<file path="src/design/mcsc_pkg.sv">
// Package of register map, field layouts and timing constants for the sync control block
package mcsc_pkg;
  // Register addresses on the serial port
  localparam logic [4:0] ADDR_DIGCTL_A = 5'h01;
  localparam logic [4:0] ADDR_DIGCTL_B = 5'h02;
  localparam logic [4:0] ADDR_CFG = 5'h03;
  localparam logic [4:0] ADDR_DDLY = 5'h04;
  localparam logic [4:0] ADDR_SODLY = 5'h05;
  localparam logic [4:0] ADDR_SIDLY = 5'h06;
  localparam logic [4:0] ADDR_SEN = 5'h07;
  localparam logic [7:0] REG_RST = 8'h00;
  // Field positions inside the two shared digital control registers
  localparam int DCLK_DLY_MSB_BIT = 1;
  localparam int DCLK_DLY_EN_BIT = 4;
  // Serial frame: instruction byte then one data byte, read flag in bit 7
  localparam logic [3:0] FRAME_LAST = 4'hF;
  localparam logic [3:0] INSTR_LAST = 4'h7;
  localparam int RD_BIT = 7;
  // Data clock divider codes
  localparam logic [1:0] DIV_BY2 = 2'h1;
  localparam logic [1:0] DIV_BY4 = 2'h2;
  // Sync output divider: N-1 is the longest count shifted right by the code
  localparam logic [4:0] SO_CNT_MAX = 5'h1F;
  // Delay lines: one tap per clock models one step of the analogue line
  localparam int STEP_PS = 80;
  localparam int CLK_PERIOD_PS = 10000;
  localparam int TAP_CYCLES = (STEP_PS + CLK_PERIOD_PS - 1) / CLK_PERIOD_PS;
  localparam int DLY_TAPS = 32;
  typedef struct packed {
    logic auto_mode;
    logic rsvd_one;
    logic [1:0] dclk_div;
    logic [3:0] data_margin;
  } mcsc_cfg_t;
  typedef struct packed {
    logic [3:0] dclk_dly;
    logic [2:0] so_div;
    logic so_dly_msb;
  } mcsc_ddly_t;
  typedef struct packed {
    logic [3:0] so_dly;
    logic [2:0] si_ratio;
    logic si_dly_msb;
  } mcsc_sodly_t;
  typedef struct packed {
    logic [3:0] si_dly;
    logic [3:0] si_margin;
  } mcsc_sidly_t;
  typedef struct packed {
    logic si_en;
    logic so_en;
    logic so_rise_edge;
    logic [4:0] clk_state;
  } mcsc_sen_t;
endpackage

</file>
<file path="src/design/mcsc_top.sv">
// Multi-chip sync control: serial register port, data clock and sync paths
// Notes on behaviour
// - Data timing error checks run only on request when the mode bit is 0 and on every sample when 1; sync input checks run on every sample.
// - Data clock divide codes 00 and 11 give 1, 01 gives 2, and 10 gives 4.
// - The data timing error flag sets only when measured margin is below the programmed margin.
// - The data clock output is delayed from the reference clock by the four low delay bits.
// - Sync output runs at DAC rate over N with codes 0 to 5 giving 32 down to 1; 6 and 7 unused.
// - Sync output is delayed by a five-bit code, one step per count, zero meaning nominal.
// - An internal sync pulse is made only after the programmed number plus one sync input pulses.
// - The sync input passes a five-bit programmable delay line before use.
// - The sync input is accepted only while its enable bit is 1, which resets to 0.
// - The sync output is driven only while its enable bit is 1, which resets to 0.
// - Sync output launches on the reference falling edge with edge bit 0, rising edge with 1.
// - On synchronization the clock generation state loads the programmed clock state.
// - The data clock delay applies only while the delay enable bit is set.
// - A fifth delay bit in the digital control register extends the data clock delay code.
`timescale 1ns/1ns
`default_nettype none

module mcsc_delay_line (
  input wire logic clk_i, // Sample clock
  input wire logic rst_b_i, // Async reset, active low
  input wire logic in_i, // Signal to delay
  input wire logic [4:0] code_i, // Extra taps
  output logic out_o // Delayed signal
);
  import mcsc_pkg::*;
  logic [DLY_TAPS-1:0] taps_q;
  // Tap chain; the selected tap is registered so the output is glitch free
  always_ff @(posedge clk_i or negedge rst_b_i) begin
    if (!rst_b_i) begin
      taps_q <= '0;
      out_o <= 1'b0;
    end else begin
      taps_q <= {taps_q[DLY_TAPS-2:0], in_i};
      out_o <= (code_i == 5'h00) ? in_i : taps_q[code_i - 5'h01];
    end
  end
  property p_dly_zero;
    @(posedge clk_i) disable iff (!rst_b_i)
    (code_i == 5'h00) |=> (out_o == $past(in_i));
  endproperty
  a_dly_zero: assert property (p_dly_zero) else $error("zero delay code not nominal");
endmodule

module mcsc_top (
  input wire logic clk_i, // DAC sample clock, 100 MHz
  input wire logic rst_b_i, // Async reset, active low
  input wire logic sclk_i, // Serial port clock pin
  input wire logic cs_b_i, // Serial port select pin, active low
  input wire logic sdio_i, // Serial data pin in
  output logic sdio_o, // Serial data pin out
  output logic sdio_oe_o, // Serial data drive enable
  input wire logic reference_clock_input_i, // Reference clock pin
  input wire logic sync_in_i, // Sync input pin from peer
  input wire logic [3:0] meas_margin_i, // Measured data timing margin
  input wire logic meas_valid_i, // Data margin sample strobe
  input wire logic manual_check_i, // Manual check request
  input wire logic [3:0] si_meas_margin_i, // Measured sync input margin
  input wire logic si_meas_valid_i, // Sync margin sample strobe
  output logic data_clock_output_o, // Divided, delayed data clock
  output logic sync_out_o, // Sync output to peers
  output logic sync_pulse_o, // Internal sync pulse
  output logic [4:0] clk_state_o, // Clock generation state
  output logic data_timing_err_o, // Sticky data timing error
  output logic sync_timing_err_o // Sticky sync input timing error
);
  import mcsc_pkg::*;

  // Pin synchronisers; only the second stage and later are read by logic
  logic [2:0] sclk_s_q, cs_s_q, ref_s_q;
  logic [1:0] sdi_s_q, si_s_q;
  always_ff @(posedge clk_i or negedge rst_b_i) begin
    if (!rst_b_i) begin
      sclk_s_q <= '0;
      cs_s_q <= 3'h7;
      ref_s_q <= '0;
      sdi_s_q <= '0;
      si_s_q <= '0;
    end else begin
      sclk_s_q <= {sclk_s_q[1:0], sclk_i};
      cs_s_q <= {cs_s_q[1:0], cs_b_i};
      ref_s_q <= {ref_s_q[1:0], reference_clock_input_i};
      sdi_s_q <= {sdi_s_q[0], sdio_i};
      si_s_q <= {si_s_q[0], sync_in_i};
    end
  end
  wire sclk_rise = sclk_s_q[1] & ~sclk_s_q[2];
  wire sclk_fall = ~sclk_s_q[1] & sclk_s_q[2];
  wire cs_act = ~cs_s_q[1];
  wire ref_rise = ref_s_q[1] & ~ref_s_q[2];
  wire ref_fall = ~ref_s_q[1] & ref_s_q[2];

  // Register storage
  logic dly_msb_q, dly_en_q;
  mcsc_cfg_t cfg_q;
  mcsc_ddly_t ddly_q;
  mcsc_sodly_t sodly_q;
  mcsc_sidly_t sidly_q;
  mcsc_sen_t sen_q;

  // Serial frame state: bit counter, instruction and shift registers
  logic [3:0] bit_q;
  logic [7:0] instr_q, shin_q, shout_q;
  logic rd_q;
  wire [7:0] shin_nx = {shin_q[6:0], sdi_s_q[1]};
  wire instr_done = cs_act & sclk_rise & (bit_q == INSTR_LAST);
  wire wr_done = cs_act & sclk_rise & (bit_q == FRAME_LAST) & ~instr_q[RD_BIT];
  wire [4:0] addr = instr_done ? shin_nx[4:0] : instr_q[4:0];

  // Read mux; unmapped addresses and foreign bits read as zero
  logic [7:0] rd_data;
  always_comb begin
    rd_data = 8'h00;
    unique case (addr)
      ADDR_DIGCTL_A: rd_data[DCLK_DLY_MSB_BIT] = dly_msb_q;
      ADDR_DIGCTL_B: rd_data[DCLK_DLY_EN_BIT] = dly_en_q;
      ADDR_CFG: rd_data = cfg_q;
      ADDR_DDLY: rd_data = ddly_q;
      ADDR_SODLY: rd_data = sodly_q;
      ADDR_SIDLY: rd_data = sidly_q;
      ADDR_SEN: rd_data = sen_q;
      default: rd_data = 8'h00;
    endcase
  end

  // Serial slave: MSB first, data changes on the falling serial clock edge
  always_ff @(posedge clk_i or negedge rst_b_i) begin
    if (!rst_b_i) begin
      bit_q <= '0;
      instr_q <= '0;
      shin_q <= '0;
      shout_q <= '0;
      rd_q <= 1'b0;
      sdio_o <= 1'b0;
      sdio_oe_o <= 1'b0;
    end else if (!cs_act) begin
      bit_q <= '0;
      rd_q <= 1'b0;
      sdio_oe_o <= 1'b0;
    end else begin
      if (sclk_rise) begin
        shin_q <= shin_nx;
        bit_q <= bit_q + 4'h1;
      end
      if (instr_done) begin
        instr_q <= shin_nx;
        shout_q <= rd_data;
        rd_q <= shin_nx[RD_BIT];
      end
      if (sclk_fall && rd_q) begin
        sdio_o <= shout_q[7];
        sdio_oe_o <= 1'b1;
        shout_q <= {shout_q[6:0], 1'b0};
      end
    end
  end

  // Register writes at the last data bit; the reserved bit stores as written
  always_ff @(posedge clk_i or negedge rst_b_i) begin
    if (!rst_b_i) begin
      dly_msb_q <= 1'b0;
      dly_en_q <= 1'b0;
      cfg_q <= REG_RST;
      ddly_q <= REG_RST;
      sodly_q <= REG_RST;
      sidly_q <= REG_RST;
      sen_q <= REG_RST;
    end else if (wr_done) begin
      unique case (addr)
        ADDR_DIGCTL_A: dly_msb_q <= shin_nx[DCLK_DLY_MSB_BIT];
        ADDR_DIGCTL_B: dly_en_q <= shin_nx[DCLK_DLY_EN_BIT];
        ADDR_CFG: cfg_q <= shin_nx;
        ADDR_DDLY: ddly_q <= shin_nx;
        ADDR_SODLY: sodly_q <= shin_nx;
        ADDR_SIDLY: sidly_q <= shin_nx;
        ADDR_SEN: sen_q <= shin_nx;
        default: ;
      endcase
    end
  end

  // Timing checks: data check in manual mode only on request, auto on every sample; sync check on every sample
  wire chk = meas_valid_i & (cfg_q.auto_mode | manual_check_i);
  wire dt_set = chk & (meas_margin_i < cfg_q.data_margin);
  wire st_set = si_meas_valid_i & (si_meas_margin_i < sidly_q.si_margin);
  wire dt_clr = wr_done & (addr == ADDR_CFG);
  wire st_clr = wr_done & (addr == ADDR_SIDLY);
  // Flags clear on a write to their own register; a set in that cycle wins
  always_ff @(posedge clk_i or negedge rst_b_i) begin
    if (!rst_b_i) begin
      data_timing_err_o <= 1'b0;
      sync_timing_err_o <= 1'b0;
    end else begin
      data_timing_err_o <= dt_set | (data_timing_err_o & ~dt_clr);
      sync_timing_err_o <= st_set | (sync_timing_err_o & ~st_clr);
    end
  end

  // Data clock divider counts reference rising edges
  logic [1:0] dcnt_q;
  always_ff @(posedge clk_i or negedge rst_b_i) begin
    if (!rst_b_i) dcnt_q <= '0;
    else if (ref_rise) dcnt_q <= dcnt_q + 2'h1;
  end
  wire div2 = cfg_q.dclk_div == DIV_BY2;
  wire div4 = cfg_q.dclk_div == DIV_BY4;
  wire dclk_raw = div4 ? dcnt_q[1] : (div2 ? dcnt_q[0] : ref_s_q[2]);
  wire [4:0] dclk_code = dly_en_q ? {dly_msb_q, ddly_q.dclk_dly} : 5'h00;
  logic dclk_dly;
  mcsc_delay_line u_dclk_dly (
    .clk_i(clk_i),
    .rst_b_i(rst_b_i),
    .in_i(dclk_raw),
    .code_i(dclk_code),
    .out_o(dclk_dly)
  );

  // Sync output: tick every N DAC cycles, launched on the chosen reference edge
  logic [4:0] so_cnt_q;
  logic so_pend_q, so_lvl_q;
  wire [4:0] so_nm1 = SO_CNT_MAX >> ddly_q.so_div;
  wire so_tick = so_cnt_q >= so_nm1;
  wire so_edge = sen_q.so_rise_edge ? ref_rise : ref_fall;
  wire so_launch = so_pend_q & so_edge;
  always_ff @(posedge clk_i or negedge rst_b_i) begin
    if (!rst_b_i) begin
      so_cnt_q <= '0;
      so_pend_q <= 1'b0;
      so_lvl_q <= 1'b0;
    end else begin
      so_cnt_q <= so_tick ? 5'h00 : so_cnt_q + 5'h01;
      so_pend_q <= so_tick | (so_pend_q & ~so_launch);
      so_lvl_q <= so_launch;
    end
  end
  logic so_dly;
  mcsc_delay_line u_so_dly (
    .clk_i(clk_i),
    .rst_b_i(rst_b_i),
    .in_i(so_lvl_q),
    .code_i({ddly_q.so_dly_msb, sodly_q.so_dly}),
    .out_o(so_dly)
  );

  // Sync input: delayed, edge counted while enabled, pulse after ratio+1 edges
  logic si_dly, si_dly_q;
  mcsc_delay_line u_si_dly (
    .clk_i(clk_i),
    .rst_b_i(rst_b_i),
    .in_i(si_s_q[1]),
    .code_i({sodly_q.si_dly_msb, sidly_q.si_dly}),
    .out_o(si_dly)
  );
  logic [2:0] si_cnt_q;
  wire si_rise = sen_q.si_en & si_dly & ~si_dly_q;
  wire sync_gen = si_rise & (si_cnt_q == sodly_q.si_ratio);
  // Clock generation state advances freely and is loaded on synchronization
  always_ff @(posedge clk_i or negedge rst_b_i) begin
    if (!rst_b_i) begin
      si_dly_q <= 1'b0;
      si_cnt_q <= '0;
      sync_pulse_o <= 1'b0;
      clk_state_o <= '0;
    end else begin
      si_dly_q <= si_dly;
      if (sync_gen) si_cnt_q <= '0;
      else if (si_rise) si_cnt_q <= si_cnt_q + 3'h1;
      sync_pulse_o <= sync_gen;
      clk_state_o <= sync_gen ? sen_q.clk_state : clk_state_o + 5'h01;
    end
  end

  // Output flops; the enable gates after the delay so disabling is immediate
  always_ff @(posedge clk_i or negedge rst_b_i) begin
    if (!rst_b_i) begin
      data_clock_output_o <= 1'b0;
      sync_out_o <= 1'b0;
    end else begin
      data_clock_output_o <= dclk_dly;
      sync_out_o <= sen_q.so_en & so_dly;
    end
  end

  property p_so_off;
    @(posedge clk_i) disable iff (!rst_b_i) !sen_q.so_en |=> !sync_out_o;
  endproperty
  a_so_off: assert property (p_so_off) else $error("sync out while disabled");
  property p_si_off;
    @(posedge clk_i) disable iff (!rst_b_i) !sen_q.si_en |=> !sync_pulse_o;
  endproperty
  a_si_off: assert property (p_si_off) else $error("sync pulse while input off");
  property p_state_load;
    @(posedge clk_i) disable iff (!rst_b_i)
    sync_pulse_o |-> clk_state_o == $past(sen_q.clk_state);
  endproperty
  a_state_load: assert property (p_state_load) else $error("clock state not loaded");
  property p_dt_margin;
    @(posedge clk_i) disable iff (!rst_b_i)
    $rose(data_timing_err_o) |-> $past(meas_margin_i < cfg_q.data_margin);
  endproperty
  a_dt_margin: assert property (p_dt_margin) else $error("error set without short margin");
  property p_dt_mode;
    @(posedge clk_i) disable iff (!rst_b_i)
    $rose(data_timing_err_o) |-> $past(cfg_q.auto_mode || manual_check_i);
  endproperty
  a_dt_mode: assert property (p_dt_mode) else $error("manual mode checked unasked");
  property p_st_margin;
    @(posedge clk_i) disable iff (!rst_b_i)
    $rose(sync_timing_err_o) |-> $past(si_meas_margin_i < sidly_q.si_margin);
  endproperty
  a_st_margin: assert property (p_st_margin) else $error("sync error without short margin");
  property p_n1;
    @(posedge clk_i) disable iff (!rst_b_i) (ddly_q.so_div == 3'h5) |=> so_pend_q;
  endproperty
  a_n1: assert property (p_n1) else $error("divide by one missed a tick");
  property p_edge;
    @(posedge clk_i) disable iff (!rst_b_i)
    $rose(so_lvl_q) |-> $past(sen_q.so_rise_edge ? ref_rise : ref_fall);
  endproperty
  a_edge: assert property (p_edge) else $error("sync out on wrong edge");
  property p_ratio;
    @(posedge clk_i) disable iff (!rst_b_i)
    sync_pulse_o |-> $past(si_cnt_q == sodly_q.si_ratio && si_rise);
  endproperty
  a_ratio: assert property (p_ratio) else $error("sync pulse before ratio met");
endmodule

`default_nettype wire

</file>
<file path="config.mk">
export PLATFORM = sky130hd
export DESIGN_NAME = mcsc_top
export DESIGN_NICKNAME = d
export VERILOG_FILES = /design/src/design/mcsc_pkg.sv /design/src/design/mcsc_top.sv
export SDC_FILE = /design/constraint.sdc
export NUM_CORES = 1
export LEC_CHECK = 0
export BUFFER_PORTS_ARGS = -buffer_cell sky130_fd_sc_hd__clkbuf_2
export CAP_MARGIN = 10
export CORE_UTILIZATION = 27
export CTS_BUF_LIST = sky130_fd_sc_hd__clkbuf_4 sky130_fd_sc_hd__clkbuf_8
export CTS_CLUSTER_SIZE = 40
export DETAILED_ROUTE_END_ITERATION = 7
export PLACE_DENSITY = 0.51
export SYNTH_ARGS = -nofsm -noshare
export SYNTH_HDL_FRONTEND = slang
export SYNTH_HIERARCHICAL = 1
export SYNTH_SLANG_ARGS = --single-unit
</file>
<file path="constraint.sdc">
create_clock -name clk_i -period 4.8 [get_ports clk_i]
set_clock_uncertainty 0.2 [all_clocks]
set_input_delay 0 -clock clk_i [delete_from_list [all_inputs] [get_ports clk_i]]
set_output_delay 0 -clock clk_i [all_outputs]
set_load 0.01 [all_outputs]
</file>
### Word-level counts from Yosys, hierarchy flattened

Index checks and enable logic that the tools add are counted.

| storage, ports and cells | value |
|---|---|
| register bits after elaboration | 206 |
| latch bits | 0 |
| bits in writable memories | 0 |
| ROM bits | 0 |
| input port bits | 18 |
| output and inout port bits | 12 |
| word-level logic and storage cells | 161 |
| memories | 0 |

| operators by class | value |
|---|---|
| add/sub/neg operators | 8 |
| multipliers | 0 |
| divide/modulo/power cells | 0 |
| $lt $le $gt $ge | 6 |
| equality and inequality tests | 12 |
| shift-type cells | 1 |
| mux-type cells | 31 |
| bitwise operators | 35 |
| reductions and logical operators | 20 |

Operators by type and width:

| cell | count |
|---|---|
| 2-bit AND reduction | 11 |
| 1-bit AND | 21 |
| 5-bit by 3-bit == test with 1-bit output, second input constant | 4 |
| 5-bit two-way mux | 4 |
| 5-bit by 6-bit less-than comparator with 1-bit output, second input constant | 3 |
| 8-bit two-way mux | 2 |
| 1-bit binary-select mux with 5-bit select | 3 |
| 5-bit zero test | 3 |
| 3-bit one-hot mux with 5 select lines | 1 |
| 5-bit by 1-bit subtractor with 5-bit output, second input constant | 3 |
| 1-bit two-way mux | 13 |
| 1-bit one-hot mux with 6 select lines | 2 |
| 5-bit by 1-bit adder with 5-bit output, second input constant | 2 |
| 5-bit by 2-bit == test with 1-bit output, second input constant | 2 |
| 1-bit NOT | 10 |
| 2-bit one-hot mux with 5 select lines | 1 |
| 2-bit nonzero test | 5 |
| 4-bit less-than comparator | 2 |
| 4-bit two-way mux | 2 |
| 3-bit two-way mux | 2 |
| 5-bit by 1-bit == test with 1-bit output, second input constant | 1 |
| 5-bit >= comparator | 1 |
| 1-bit one-hot mux with 5 select lines | 1 |
| 5-bit by 3-bit right shift with 5-bit output, first input constant | 1 |
| other kinds (10) | 13 |

### Longest topological paths before layout

Gate-level depths: netlist of run 1.

| logic depth | value |
|---|---|
| depth after elaboration | 10 |
| mapped depth | 10 |
| depth with buffers taken out | 8 |

### Cells and area by module

The synthesis of run 1 kept the hierarchy.

By module, submodules not included:

| module | times used | cells an instance | area each (um^2) | seq. area each (um^2) |
|---|---|---|---|---|
| mcsc_top | 1 | 437 | 5032.3 | 2630.0 |
| mcsc_delay_line | 3 | 59 | 1199.9 | 825.8 |

### Least setup slack after synthesis of run 1

Ideal clock, no wire load.

| timing path | value |
|---|---|
| path type | register to register |
| from | register dly_en_q |
| to | register u_dclk_dly.out_o |
| setup time | 0.126 ns |
| arrival time | 1.919 ns |
| data required time | 4.474 ns |
| setup slack | 2.555 ns |
| stages on the path, launching flop included | 11 |
| buffers on the path | 2 |
| period minus slack after synthesis | 2.245 ns |
| cells stage by stage | dfrtp_1 > and2_1 > buf_6 > inv_1 > ha_1 > buf_1 > mux4_1 > mux2i_1 > mux2i_1 > mux2i_1 > mux2i_1 |

| between the ends | value |
|---|---|
| cells in the longest elaborated chain, start to end | 5 |
| elaborated cells between the ends (all ways) | 6 |
| those cells by class | 1 x add/sub; 4 x mux; 1 x reduce/logical |

RTL lines:

| item | line | RTL |
|---|---|---|
| start: declaration | mcsc_top.sv:95 | `logic dly_msb_q, dly_en_q;` |
| start signal: assignment | mcsc_top.sv:172 | `ADDR_DIGCTL_B: dly_en_q <= shin_nx[DCLK_DLY_EN_BIT];` |
| 5-bit two-way mux (*) | mcsc_top.sv:209 | `wire [4:0] dclk_code = dly_en_q ? {dly_msb_q, ddly_q.dclk_dly} : 5'h00;` |
| named net dclk_code[0] | mcsc_top.sv:209 |  |
| 5-bit by 1-bit subtractor with 5-bit output | mcsc_top.sv:36 | `out_o <= (code_i == 5'h00) ? in_i : taps_q[code_i - 5'h01];` |
| 1-bit binary-select mux with 5-bit select | mcsc_top.sv:36 |  |
| 1-bit two-way mux (not written as such) | mcsc_top.sv:36 |  |
| 1-bit two-way mux (*) | mcsc_top.sv:36 |  |
| end signal: assignment | mcsc_top.sv:36 |  |
| end: declaration | mcsc_top.sv:25 | `output logic out_o` |

Mark *: on every way through the listed nets, which the timed path passes. The rest lies on a longest branch. The select of a mux whose other input is x is not followed.
A chain may end at the register's enable or synchronous reset.

### Worst setup path after layout of run 1

| timing path | value |
|---|---|
| from | register bit_q[0] |
| to | register data_timing_err_o |

| between the ends | value |
|---|---|
| cells in the longest elaborated chain, start to end | 8 |
| elaborated cells between the ends (all ways) | 11 |
| those cells by class | 3 x eq/ne; 1 x mux; 7 x bitwise |

RTL lines:

| item | line | RTL |
|---|---|---|
| start: declaration | mcsc_top.sv:103 | `logic [3:0] bit_q;` |
| start signal: assignment | mcsc_top.sv:144 | `bit_q <= bit_q + 4'h1;` |
| 4-bit by 3-bit == test with 1-bit output | mcsc_top.sv:107 | `wire instr_done = cs_act & sclk_rise & (bit_q == INSTR_LAST);` |
| 1-bit AND | mcsc_top.sv:107 |  |
| 5-bit two-way mux | mcsc_top.sv:109 | `wire [4:0] addr = instr_done ? shin_nx[4:0] : instr_q[4:0];` |
| 5-bit by 2-bit == test with 1-bit output | mcsc_top.sv:187 | `wire dt_clr = wr_done & (addr == ADDR_CFG);` |
| 1-bit AND (*) | mcsc_top.sv:187 |  |
| 1-bit NOT (*) | mcsc_top.sv:195 | `data_timing_err_o <= dt_set \| (data_timing_err_o & ~dt_clr);` |
| 1-bit AND (*) | mcsc_top.sv:195 |  |
| 1-bit bitwise OR (*) | mcsc_top.sv:195 |  |
| end signal: assignment | mcsc_top.sv:195 |  |
| end: declaration | mcsc_top.sv:65 | `output logic data_timing_err_o,` |

Every way passes the cells marked *; elsewhere a longest branch is shown, timed or not.

==> results.rst, run 1 <==
.. list-table::
   :header-rows: 1

   * - Metric
     - Value
   * - Status
     - complete, but fails checks
   * - Failing checks
     - negative hold slack
   * - Dominant synthesized flop cell
     - sky130_fd_sc_hd__dfrtp_1
   * - Sequential area share after synthesis
     - 0.592
   * - # setup viols final
     - 0
   * - Post-CTS repair timing setup buffer count
     - 0
   * - Net total in the final layout
     - a little over 700
   * - Maximum buffer depth of the clock tree
     - 3
   * - Critical path startpoint category
     - register
   * - Static leakage
     - ~4.7 nW
   * - Reg2reg setup slack
     - 1940 ps
   * - Most frequent cells in the layout
     - sky130_fd_sc_hd__dfrtp_1, sky130_fd_sc_hd__clkbuf_8, sky130_fd_sc_hd__nand2_1
   * - R2r endpoint
     - data_timing_err_o
   * - Chain of cells forming the critical path
     - ha_1 > nand3b_4 > nor3b_2 > and3b_1 > nand2b_1 > a22o_1 > dlygate4sd3_1
   * - Fin. max-slew vios
     - 0
   * - Final weighted congestion in routability-driven placement
     - 0.860
   * - RSZ-0062 raised after global routing
     - false
   * - Syn Nets
     - 650
   * - Row count
     - 65
   * - Standard cell core area
     - roughly 31000 um^2
   * - Slew at the pin closest to its max-slew limit
     - between 1000 and 1500 ps
   * - Total power divided by cell area
     - approximately 370 nW/um^2
   * - Final ANT Viol Nets
     - 0
   * - Critical-path cell with the highest stage delay
     - sky130_fd_sc_hd__dlygate4sd3_1
   * - Full die area
     - about 33000 um^2
   * - Worst R2R Path Depth
     - 7
   * - Worst Path Required
     - 4990 ps
   * - Proportion of synthesized flip-flops having asynchronous set or reset
     - 1.00
   * - I/O pin count
     - 30
   * - Layout overhead on the synthesized area
     - 17.7%
   * - Stage delay of the slowest cell on the critical path
     - around 550 ps
   * - Router iterations before antenna repair
     - 5
   * - Number of diodes added for antenna fixing
     - 0
   * - Number of global-route vias before repair
     - approximately 5.4k
   * - Arrival time of the worst setup path
     - 3050 ps
   * - Number of buffers and inverters on the critical path
     - 1
   * - Synth Register Bits
     - between 200 and 250
   * - H-tree levels
     - 2
   * - Share of post-route cells with drive strength above 1
     - 0.204
   * - Avg Inst Size Synth
     - between 10 and 15 um^2
   * - Final count of hold timing violations
     - 2
   * - Vias per cell
     - approximately 4.6
   * - Final wirelength
     - approximately 18000 um
   * - Critical setup path kind
     - register to register
   * - Most common cell after layout, fill and taps aside
     - sky130_fd_sc_hd__dfrtp_1
   * - Number of standard cells after synthesis
     - 614
   * - Post-synthesis instance area
     - about 8600 um^2
   * - Total Negative Setup Slacks
     - 0 ps
   * - Overall via count from detail_route
     - 5099
   * - Critical path startpoint
     - bit_q[0]
   * - Last element of the critical path
     - data_timing_err_o
   * - Synth Warn #
     - 6
   * - Number of buffers inserted during clock tree synthesis
     - 36
   * - Post-synthesis cell type count
     - 64
   * - Clock insertion delay at the later pin of the skew report
     - 520 ps
   * - Largest voltage drop on the vdd net
     - about 160 uV
   * - Maxcap violations
     - 0
   * - Die outline width
     - about 180 um
   * - Highest Clock Rate
     - about 350 MHz
   * - Part of the cycle the worst path needs
     - 0.595
   * - Post-DP HPWL
     - 11800 um
   * - Port Buf Inserts
     - 29
   * - Wirelength per Cell
     - 16.2 um
   * - Count of cells resized by post-cts repair
     - 0
   * - CTS tree
     - yes
   * - Number of sinks handled by clock tree synthesis
     - approximately 200
   * - Kind of end point of the critical path
     - register
   * - Reg2reg start
     - bit_q[0]
   * - Critical path's top delay family
     - simple AND/OR/NAND/NOR gates
   * - Clock root buffer
     - sky130_fd_sc_hd__clkbuf_8
   * - Number of DRC violations after detailed-routing iteration 0
     - ~330
   * - First-pass GRT wire length
     - between 20000 and 30000 um
   * - Reg clk slew, reported paths
     - about 60 ps
   * - Number of enable-type register cells in the synthesized netlist
     - 0
   * - Hold buffer count at CTS
     - 17
   * - Residual overflow from global routing
     - 0
   * - Setup slack at placement
     - about 1900 ps
   * - Starting utilization of the core area
     - 0.274
   * - Peak fanout along the critical path
     - 9
   * - Tightest slew margin relative to the limit
     - 0.319
   * - Instance count on the critical path
     - 7
   * - Final routed DRC violation total
     - 0
   * - Total chip power
     - about 3.8 mW
   * - Core occupancy in the finished layout
     - 0.323
   * - Pin count of the biggest net entering global routing
     - 120
   * - HP Class
     - primary input to async pin
   * - Final-layout worst hold slack
     - -0.719 ps
   * - GRT Resource Usage Total
     - 0.114
   * - Initial antenna violation count
     - 0
   * - Chip height
     - 181 um
   * - Worst setup slack after layout
     - around 1900 ps
   * - Minimum period implied by the final worst setup slack
     - between 2000 and 3000 ps
[state kept, by name (all words and copies together) (netlist names), 2 cells and up]
register	flops
dcnt_q	2
si_s_q	2
u_so_dly/taps_q	32
instr_q	6
so_cnt_q	5
sen_q	8
sclk_s_q	3
sodly_q	8
cs_s_q	2
shout_q	8
u_dclk_dly/taps_q	32
shin_q	7
bit_q	4
u_si_dly/taps_q	32
ref_s_q	3
ddly_q	8
si_cnt_q	3
clk_state_o	5
sidly_q	8
sdi_s_q	2
cfg_q	8
[worst register-to-register path, stage by stage, from the launching register on]
cell and delay [ps]:
sky130_fd_sc_hd__dfrtp_1 380, sky130_fd_sc_hd__ha_1 230, sky130_fd_sc_hd__nand3b_4 190, sky130_fd_sc_hd__nor3b_2 320, sky130_fd_sc_hd__and3b_1 250, sky130_fd_sc_hd__nand2b_1 320
sky130_fd_sc_hd__a22o_1 300, sky130_fd_sc_hd__dlygate4sd3_1 550
[area by class of cell]
| class | instances | area [um^2] |
|---|---|---|
| Fill cell | 3085 | 21300 |
| Sequential cell | 204 | 5110 |
| Multi-Input combinational cell | 367 | 3330 |
| Clock buffer | 58 | 736 |
| Tap cell | 402 | 503 |
| Timing Repair Buffer | 50 | 367 |
| Inverter | 17 | 63.8 |
| Clock inverter | 6 | 58.8 |
[synth_stat cells (4+ instances only)]
library cell / n / area share
sky130_fd_sc_hd__buf_2: 6 / 0.0035
sky130_fd_sc_hd__a221oi_1: 4 / 0.0041
sky130_fd_sc_hd__and2_1: 6 / 0.0043
sky130_fd_sc_hd__xor2_1: 10 / 0.010
sky130_fd_sc_hd__nand3_1: 11 / 0.0064
sky130_fd_sc_hd__mux2_2: 26 / 0.034
sky130_fd_sc_hd__a211oi_1: 7 / 0.0061
sky130_fd_sc_hd__a22oi_1: 4 / 0.0035
sky130_fd_sc_hd__nand2b_1: 11 / 0.0080
sky130_fd_sc_hd__mux2i_1: 33 / 0.038
sky130_fd_sc_hd__nor3_1: 6 / 0.0035
sky130_fd_sc_hd__nor2b_1: 11 / 0.0080
sky130_fd_sc_hd__ha_1: 18 / 0.026
sky130_fd_sc_hd__nor2_1: 19 / 0.0083
sky130_fd_sc_hd__inv_1: 17 / 0.0074
sky130_fd_sc_hd__o21ai_1: 7 / 0.0041
sky130_fd_sc_hd__buf_1: 4 / 0.0017
sky130_fd_sc_hd__a21oi_1: 13 / 0.0075
sky130_fd_sc_hd__o22ai_1: 4 / 0.0029
sky130_fd_sc_hd__mux4_1: 24 / 0.073
sky130_fd_sc_hd__mux2_1: 27 / 0.035
sky130_fd_sc_hd__o21ai_0: 11 / 0.0064
sky130_fd_sc_hd__dfrtp_1: 202 / 0.59
sky130_fd_sc_hd__a21o_1: 5 / 0.0043
sky130_fd_sc_hd__clkbuf_1: 11 / 0.0048
sky130_fd_sc_hd__nand2_1: 45 / 0.020
sky130_fd_sc_hd__xnor2_1: 7 / 0.0071
sky130_fd_sc_hd__buf_6: 4 / 0.0052
[logic make-up (layout without fill, tap and decap cells)]
| logic type | Yosys count | after routing | share of synthesized area |
|---|---|---|---|
| buffers and inverters | 43 | 131 | 0.0235 |
| multiplexers | 111 | 111 | 0.183 |
| adder cells (fa/ha/maj) | 18 | 18 | 0.0261 |
| AO/OA/AOI/OAI | 76 | 76 | 0.0600 |
| AND/OR/NAND/NOR | 142 | 142 | 0.0928 |
| flip-flops | 204 | 204 | 0.592 |
| XOR/XNOR | 20 | 20 | 0.0229 |
[report_power, final]
part / internal, mW / switching, mW
registers: 1.79 / 0.0907
clock network: 1.03 / 0.701
logic: 0.0810 / 0.112
total: 2.90 / 0.904
[how the worst min path moves through the flow]
stage                  from             endpoint  slack, ps
floorplan           rst_b_i             bit_q[0]       -500
global placement     cs_b_i            cs_s_q[0]       -100
detailed placement   cs_b_i            cs_s_q[0]       -100
CTS                 rst_b_i  u_si_dly/taps_q[22]         20
global route        rst_b_i           sidly_q[0]         60
finish              rst_b_i  u_si_dly/taps_q[24]       -0.7
[layer usage]
metal  part of all wire  track usage  vias up
met5                  0            0        -
met4              0.024       0.0421        0
met3              0.046       0.0278       39
met2               0.44        0.168       98
met1               0.48        0.160     2596
li1                   -            -     2366
[stage by stage]
step | instance area (um^2) | instances
global placement | 9200 | 1023
global route | 10200 | 1104
finish | 10200 | 1104
floorplan | 8630 | 614
CTS | 10200 | 1104
detailed placement | 9200 | 1023
Power figures use the tool's default switching activity.
==> inputs of run 2 (changes only) <==
- PLACE_DENSITY: 0.51 -> 0.53
- clock period: 4.8 -> 2.5 ns (I/O delays scaled with it)
==> results.rst, run 2 (synthesis gave the netlist of run 1 again) <==
.. list-table::
   :header-rows: 1

   * - Metric
     - Value
   * - Slew at the pin closest to its max-slew limit
     - 574 ps (-438 ps)
   * - Largest voltage drop on the vdd net
     - 267 uV (+65%)
   * - Layout fillers
     - 3078 (-0.23%)
   * - Net total in the final layout
     - 739 (+3.8%)
   * - Port Buf Inserts
     - 29 (unchanged)
   * - Part of the cycle the worst path needs
     - 0.926 (+0.331)
   * - Wirelength per Cell
     - 16.2 um (about the same)
   * - Fin. max-slew vios
     - 0 (unchanged)
   * - Initial antenna violation count
     - 0 (unchanged)
   * - Reg2reg setup slack
     - 190 ps (-1760 ps)
   * - Most common cell after layout, fill and taps aside
     - sky130_fd_sc_hd__dfrtp_1
   * - Critical path startpoint category
     - register
   * - Post-DP HPWL
     - 12400 um (+5.0%)
   * - Final ANT Viol Nets
     - 0 (unchanged)
   * - Final routed DRC violation total
     - 0 (unchanged)
   * - Static leakage
     - 4.84 nW (+2.6%)
   * - Power share of the sequential group
     - 0.492 (-0.003)
   * - Number of buffers inserted during clock tree synthesis
     - 36 (unchanged)
   * - GR Util met2
     - 0.183 (+0.0150)
   * - Instance count on the critical path
     - 6 (-1)
   * - H-tree levels
     - 2 (unchanged)
   * - Worst hold path depth
     - 0
   * - Critical-path cell with the highest stage delay
     - sky130_fd_sc_hd__or3b_1
   * - Number of sinks handled by clock tree synthesis
     - 204 (unchanged)
   * - Minimum period implied by the final worst setup slack
     - 2310 ps (-542 ps)
   * - Total Negative Setup Slacks
     - 0 ps (unchanged)
   * - Number of global-route vias before repair
     - 5521 (+3.2%)
   * - CTS tree
     - yes
   * - Worst Path Required
     - 2690 ps (-2300 ps)
   * - # setup viols final
     - 0 (unchanged)
   * - Number of buffers and inverters on the critical path
     - 1 (unchanged)
   * - Peak fanout along the critical path
     - 8 (-1)
   * - Final count of hold timing violations
     - 0 (-2)
   * - Residual overflow from global routing
     - 0 (unchanged)
   * - Share of total power consumed by net switching
     - 0.238 (about the same)
   * - Status
     - finished, final reports clean
   * - RSZ-0062 raised after global routing
     - false
   * - Overall via count from detail_route
     - 5201 (+2.0%)
   * - Highest Clock Rate
     - 432 MHz (+23%)
   * - Router iterations before antenna repair
     - 4 (-1)
   * - Share of post-route cells with drive strength above 1
     - 0.229 (+0.0257)
   * - First-pass GRT wire length
     - 30600 um (+4.1%)
   * - Critical setup path kind
     - register to register
   * - Number of diodes added for antenna fixing
     - 0 (unchanged)
   * - GRT met1 Usage
     - 0.162 (+0.00140)
   * - Row count
     - 65 (unchanged)
   * - Largest registers
     - u_dclk_dly/taps_q x32, u_si_dly/taps_q x32, u_so_dly/taps_q x32
   * - R2r endpoint
     - ddly_q[5]
   * - Stage delay of the slowest cell on the critical path
     - 490 ps (-60 ps)
   * - Number of DRC violations after detailed-routing iteration 0
     - 364 (+9.6%)
   * - Total chip power
     - 7.26 mW (+91%)
   * - Most frequent cells in the layout
     - sky130_fd_sc_hd__dfrtp_1, sky130_fd_sc_hd__nand2_1, sky130_fd_sc_hd__clkbuf_8
   * - Critical path's top delay family
     - simple AND/OR/NAND/NOR gates
   * - Setup slack at placement
     - 142 ps (-1800 ps)
   * - Maxcap violations
     - 0 (unchanged)
   * - Internal
     - 5.53 mW (+91%)
   * - Net switching power figure
     - 1.73 mW (+91%)
   * - Arrival time of the worst setup path
     - 2500 ps (-550 ps)
   * - GR peak layer
     - met2
   * - Worst R2R Path Depth
     - 6 (-1)
   * - Die outline width
     - 181 um (unchanged)
   * - Clock insertion delay at the later pin of the skew report
     - 530 ps (about the same)
   * - Sequential cell area
     - 5110 um^2 (unchanged)
   * - Kind of end point of the critical path
     - register
   * - Startpoint of the most critical hold path
     - ref_s_q[0]
   * - Pin count of the biggest net entering global routing
     - 78 (-35%)
   * - Vias per cell
     - 4.60 (-0.35%)
   * - Standard cell core area
     - 31500 um^2 (unchanged)
   * - Placed cells
     - 1047 (+2.3%)
   * - Global-route met3 utilization
     - 0.0264 (-0.00141)
   * - Reg2reg start
     - bit_q[2]
   * - Worst setup slack after layout
     - 186 ps (-1760 ps)
   * - Full die area
     - 32700 um^2 (unchanged)
   * - Layout overhead on the synthesized area
     - 20.0%
   * - Post-CTS repair timing setup buffer count
     - 0 (unchanged)
   * - Reg clk slew, reported paths
     - 60 ps (about the same)
   * - HP Class
     - register to register
   * - Final wirelength
     - 18300 um (+2.3%)
   * - Total power divided by cell area
     - 701 nW/um^2 (+87%)
   * - Fraction of power consumed by the clock network
     - 0.443 (-0.011)
   * - Number of standard cells in the final layout excluding fillers
     - 1130 (+2.4%)
   * - Clock root buffer
     - sky130_fd_sc_hd__clkbuf_8
   * - Tightest slew margin relative to the limit
     - 0.617 (+0.298)
   * - Fraction of power consumed by combinational cells
     - 0.065 (+0.014)
   * - Chip height
     - 181 um (unchanged)
   * - Chain of cells forming the critical path
     - or3b_1 > o22ai_1 > o21a_1 > nor2b_1 > buf_4 > mux2_1
   * - Maximum buffer depth of the clock tree
     - 3 (unchanged)
   * - Final weighted congestion in routability-driven placement
     - 0.886 (+2.9%)
   * - Combined area of the multi-input logic cells
     - 3330 um^2 (about the same)
   * - Starting utilization of the core area
     - 0.274 (unchanged)
   * - GRT Resource Usage Total
     - 0.118 (+0.00406)
   * - End of the worst hold path
     - ref_s_q[1]
   * - I/O pin count
     - 30 (unchanged)
run 2: worst reg2reg max path, delay by kind of cell, from the launching register on:
family | cells | cell delay [ps]
flops | 1 | 410
buf+inv | 1 | 190
simple gates | 2 | 630
compound gates | 2 | 420
mux | 1 | 330
run 2: layout make-up:
class                           count  area share
Timing Repair Buffer               77      0.0569
Multi-Input combinational cell    367       0.322
Sequential cell                   204       0.493
Clock buffer                       57      0.0679
Inverter                           17     0.00616
Clock inverter                      6     0.00592
Tap cell                          402      0.0486
run 2: how the worst max path moves through the flow:
| stage | from | to | slack, ps |
|---|---|---|---|
| 4_1_cts | dly_en_q | u_dclk_dly/out_o | 120 |
| 6_report | bit_q[2] | ddly_q[5] | 190 |
| 2_1_floorplan | dly_en_q | u_dclk_dly/out_o | 250 |
| 3_5_place_dp | dly_en_q | u_dclk_dly/out_o | 140 |
| 5_1_grt | dly_en_q | u_dclk_dly/out_o | 20 |
| 3_3_place_gp | dly_en_q | u_dclk_dly/out_o | 170 |
run 2: layer usage:
| layer | vias up | routed length, um |
|---|---|---|
| met3 | 35 | 949 |
| met5 | - | 0 |
| met1 | 2649 | 8620 |
| met2 | 99 | 8360 |
| met4 | 0 | 384 |
| li1 | 2418 | - |
run 2: per-stage QoR:
step | instance area (um^2) | hold slack (ps) | util
floorplan | 8630 | -496 | -
global placement | 9390 | -180 | 0.298
detailed placement | 9390 | -181 | 0.298
CTS | 10400 | 153 | 0.329
global route | 10400 | 153 | 0.329
finish | 10400 | 149 | 0.329
run 2: power groups by stage:
stage          combinational, mW  sequential, mW  clock, mW
5_1_grt                    0.526            3.59       3.48
3_3_place_gp               0.460            3.63          0
2_1_floorplan              0.236            3.57          0
4_1_cts                    0.485            3.57       3.34
6_report                   0.474            3.57       3.22
3_5_place_dp               0.459            3.63          0
run 2: what timing repair did:
| item | CTS | global route |
|---|---|---|
| endpoints found under the hold margin | 209 | 0 |
| endpoints found under the setup margin | 0 | 1 |
| resized for setup | 0 | 1 |
| hold buffers | 20 | 0 |
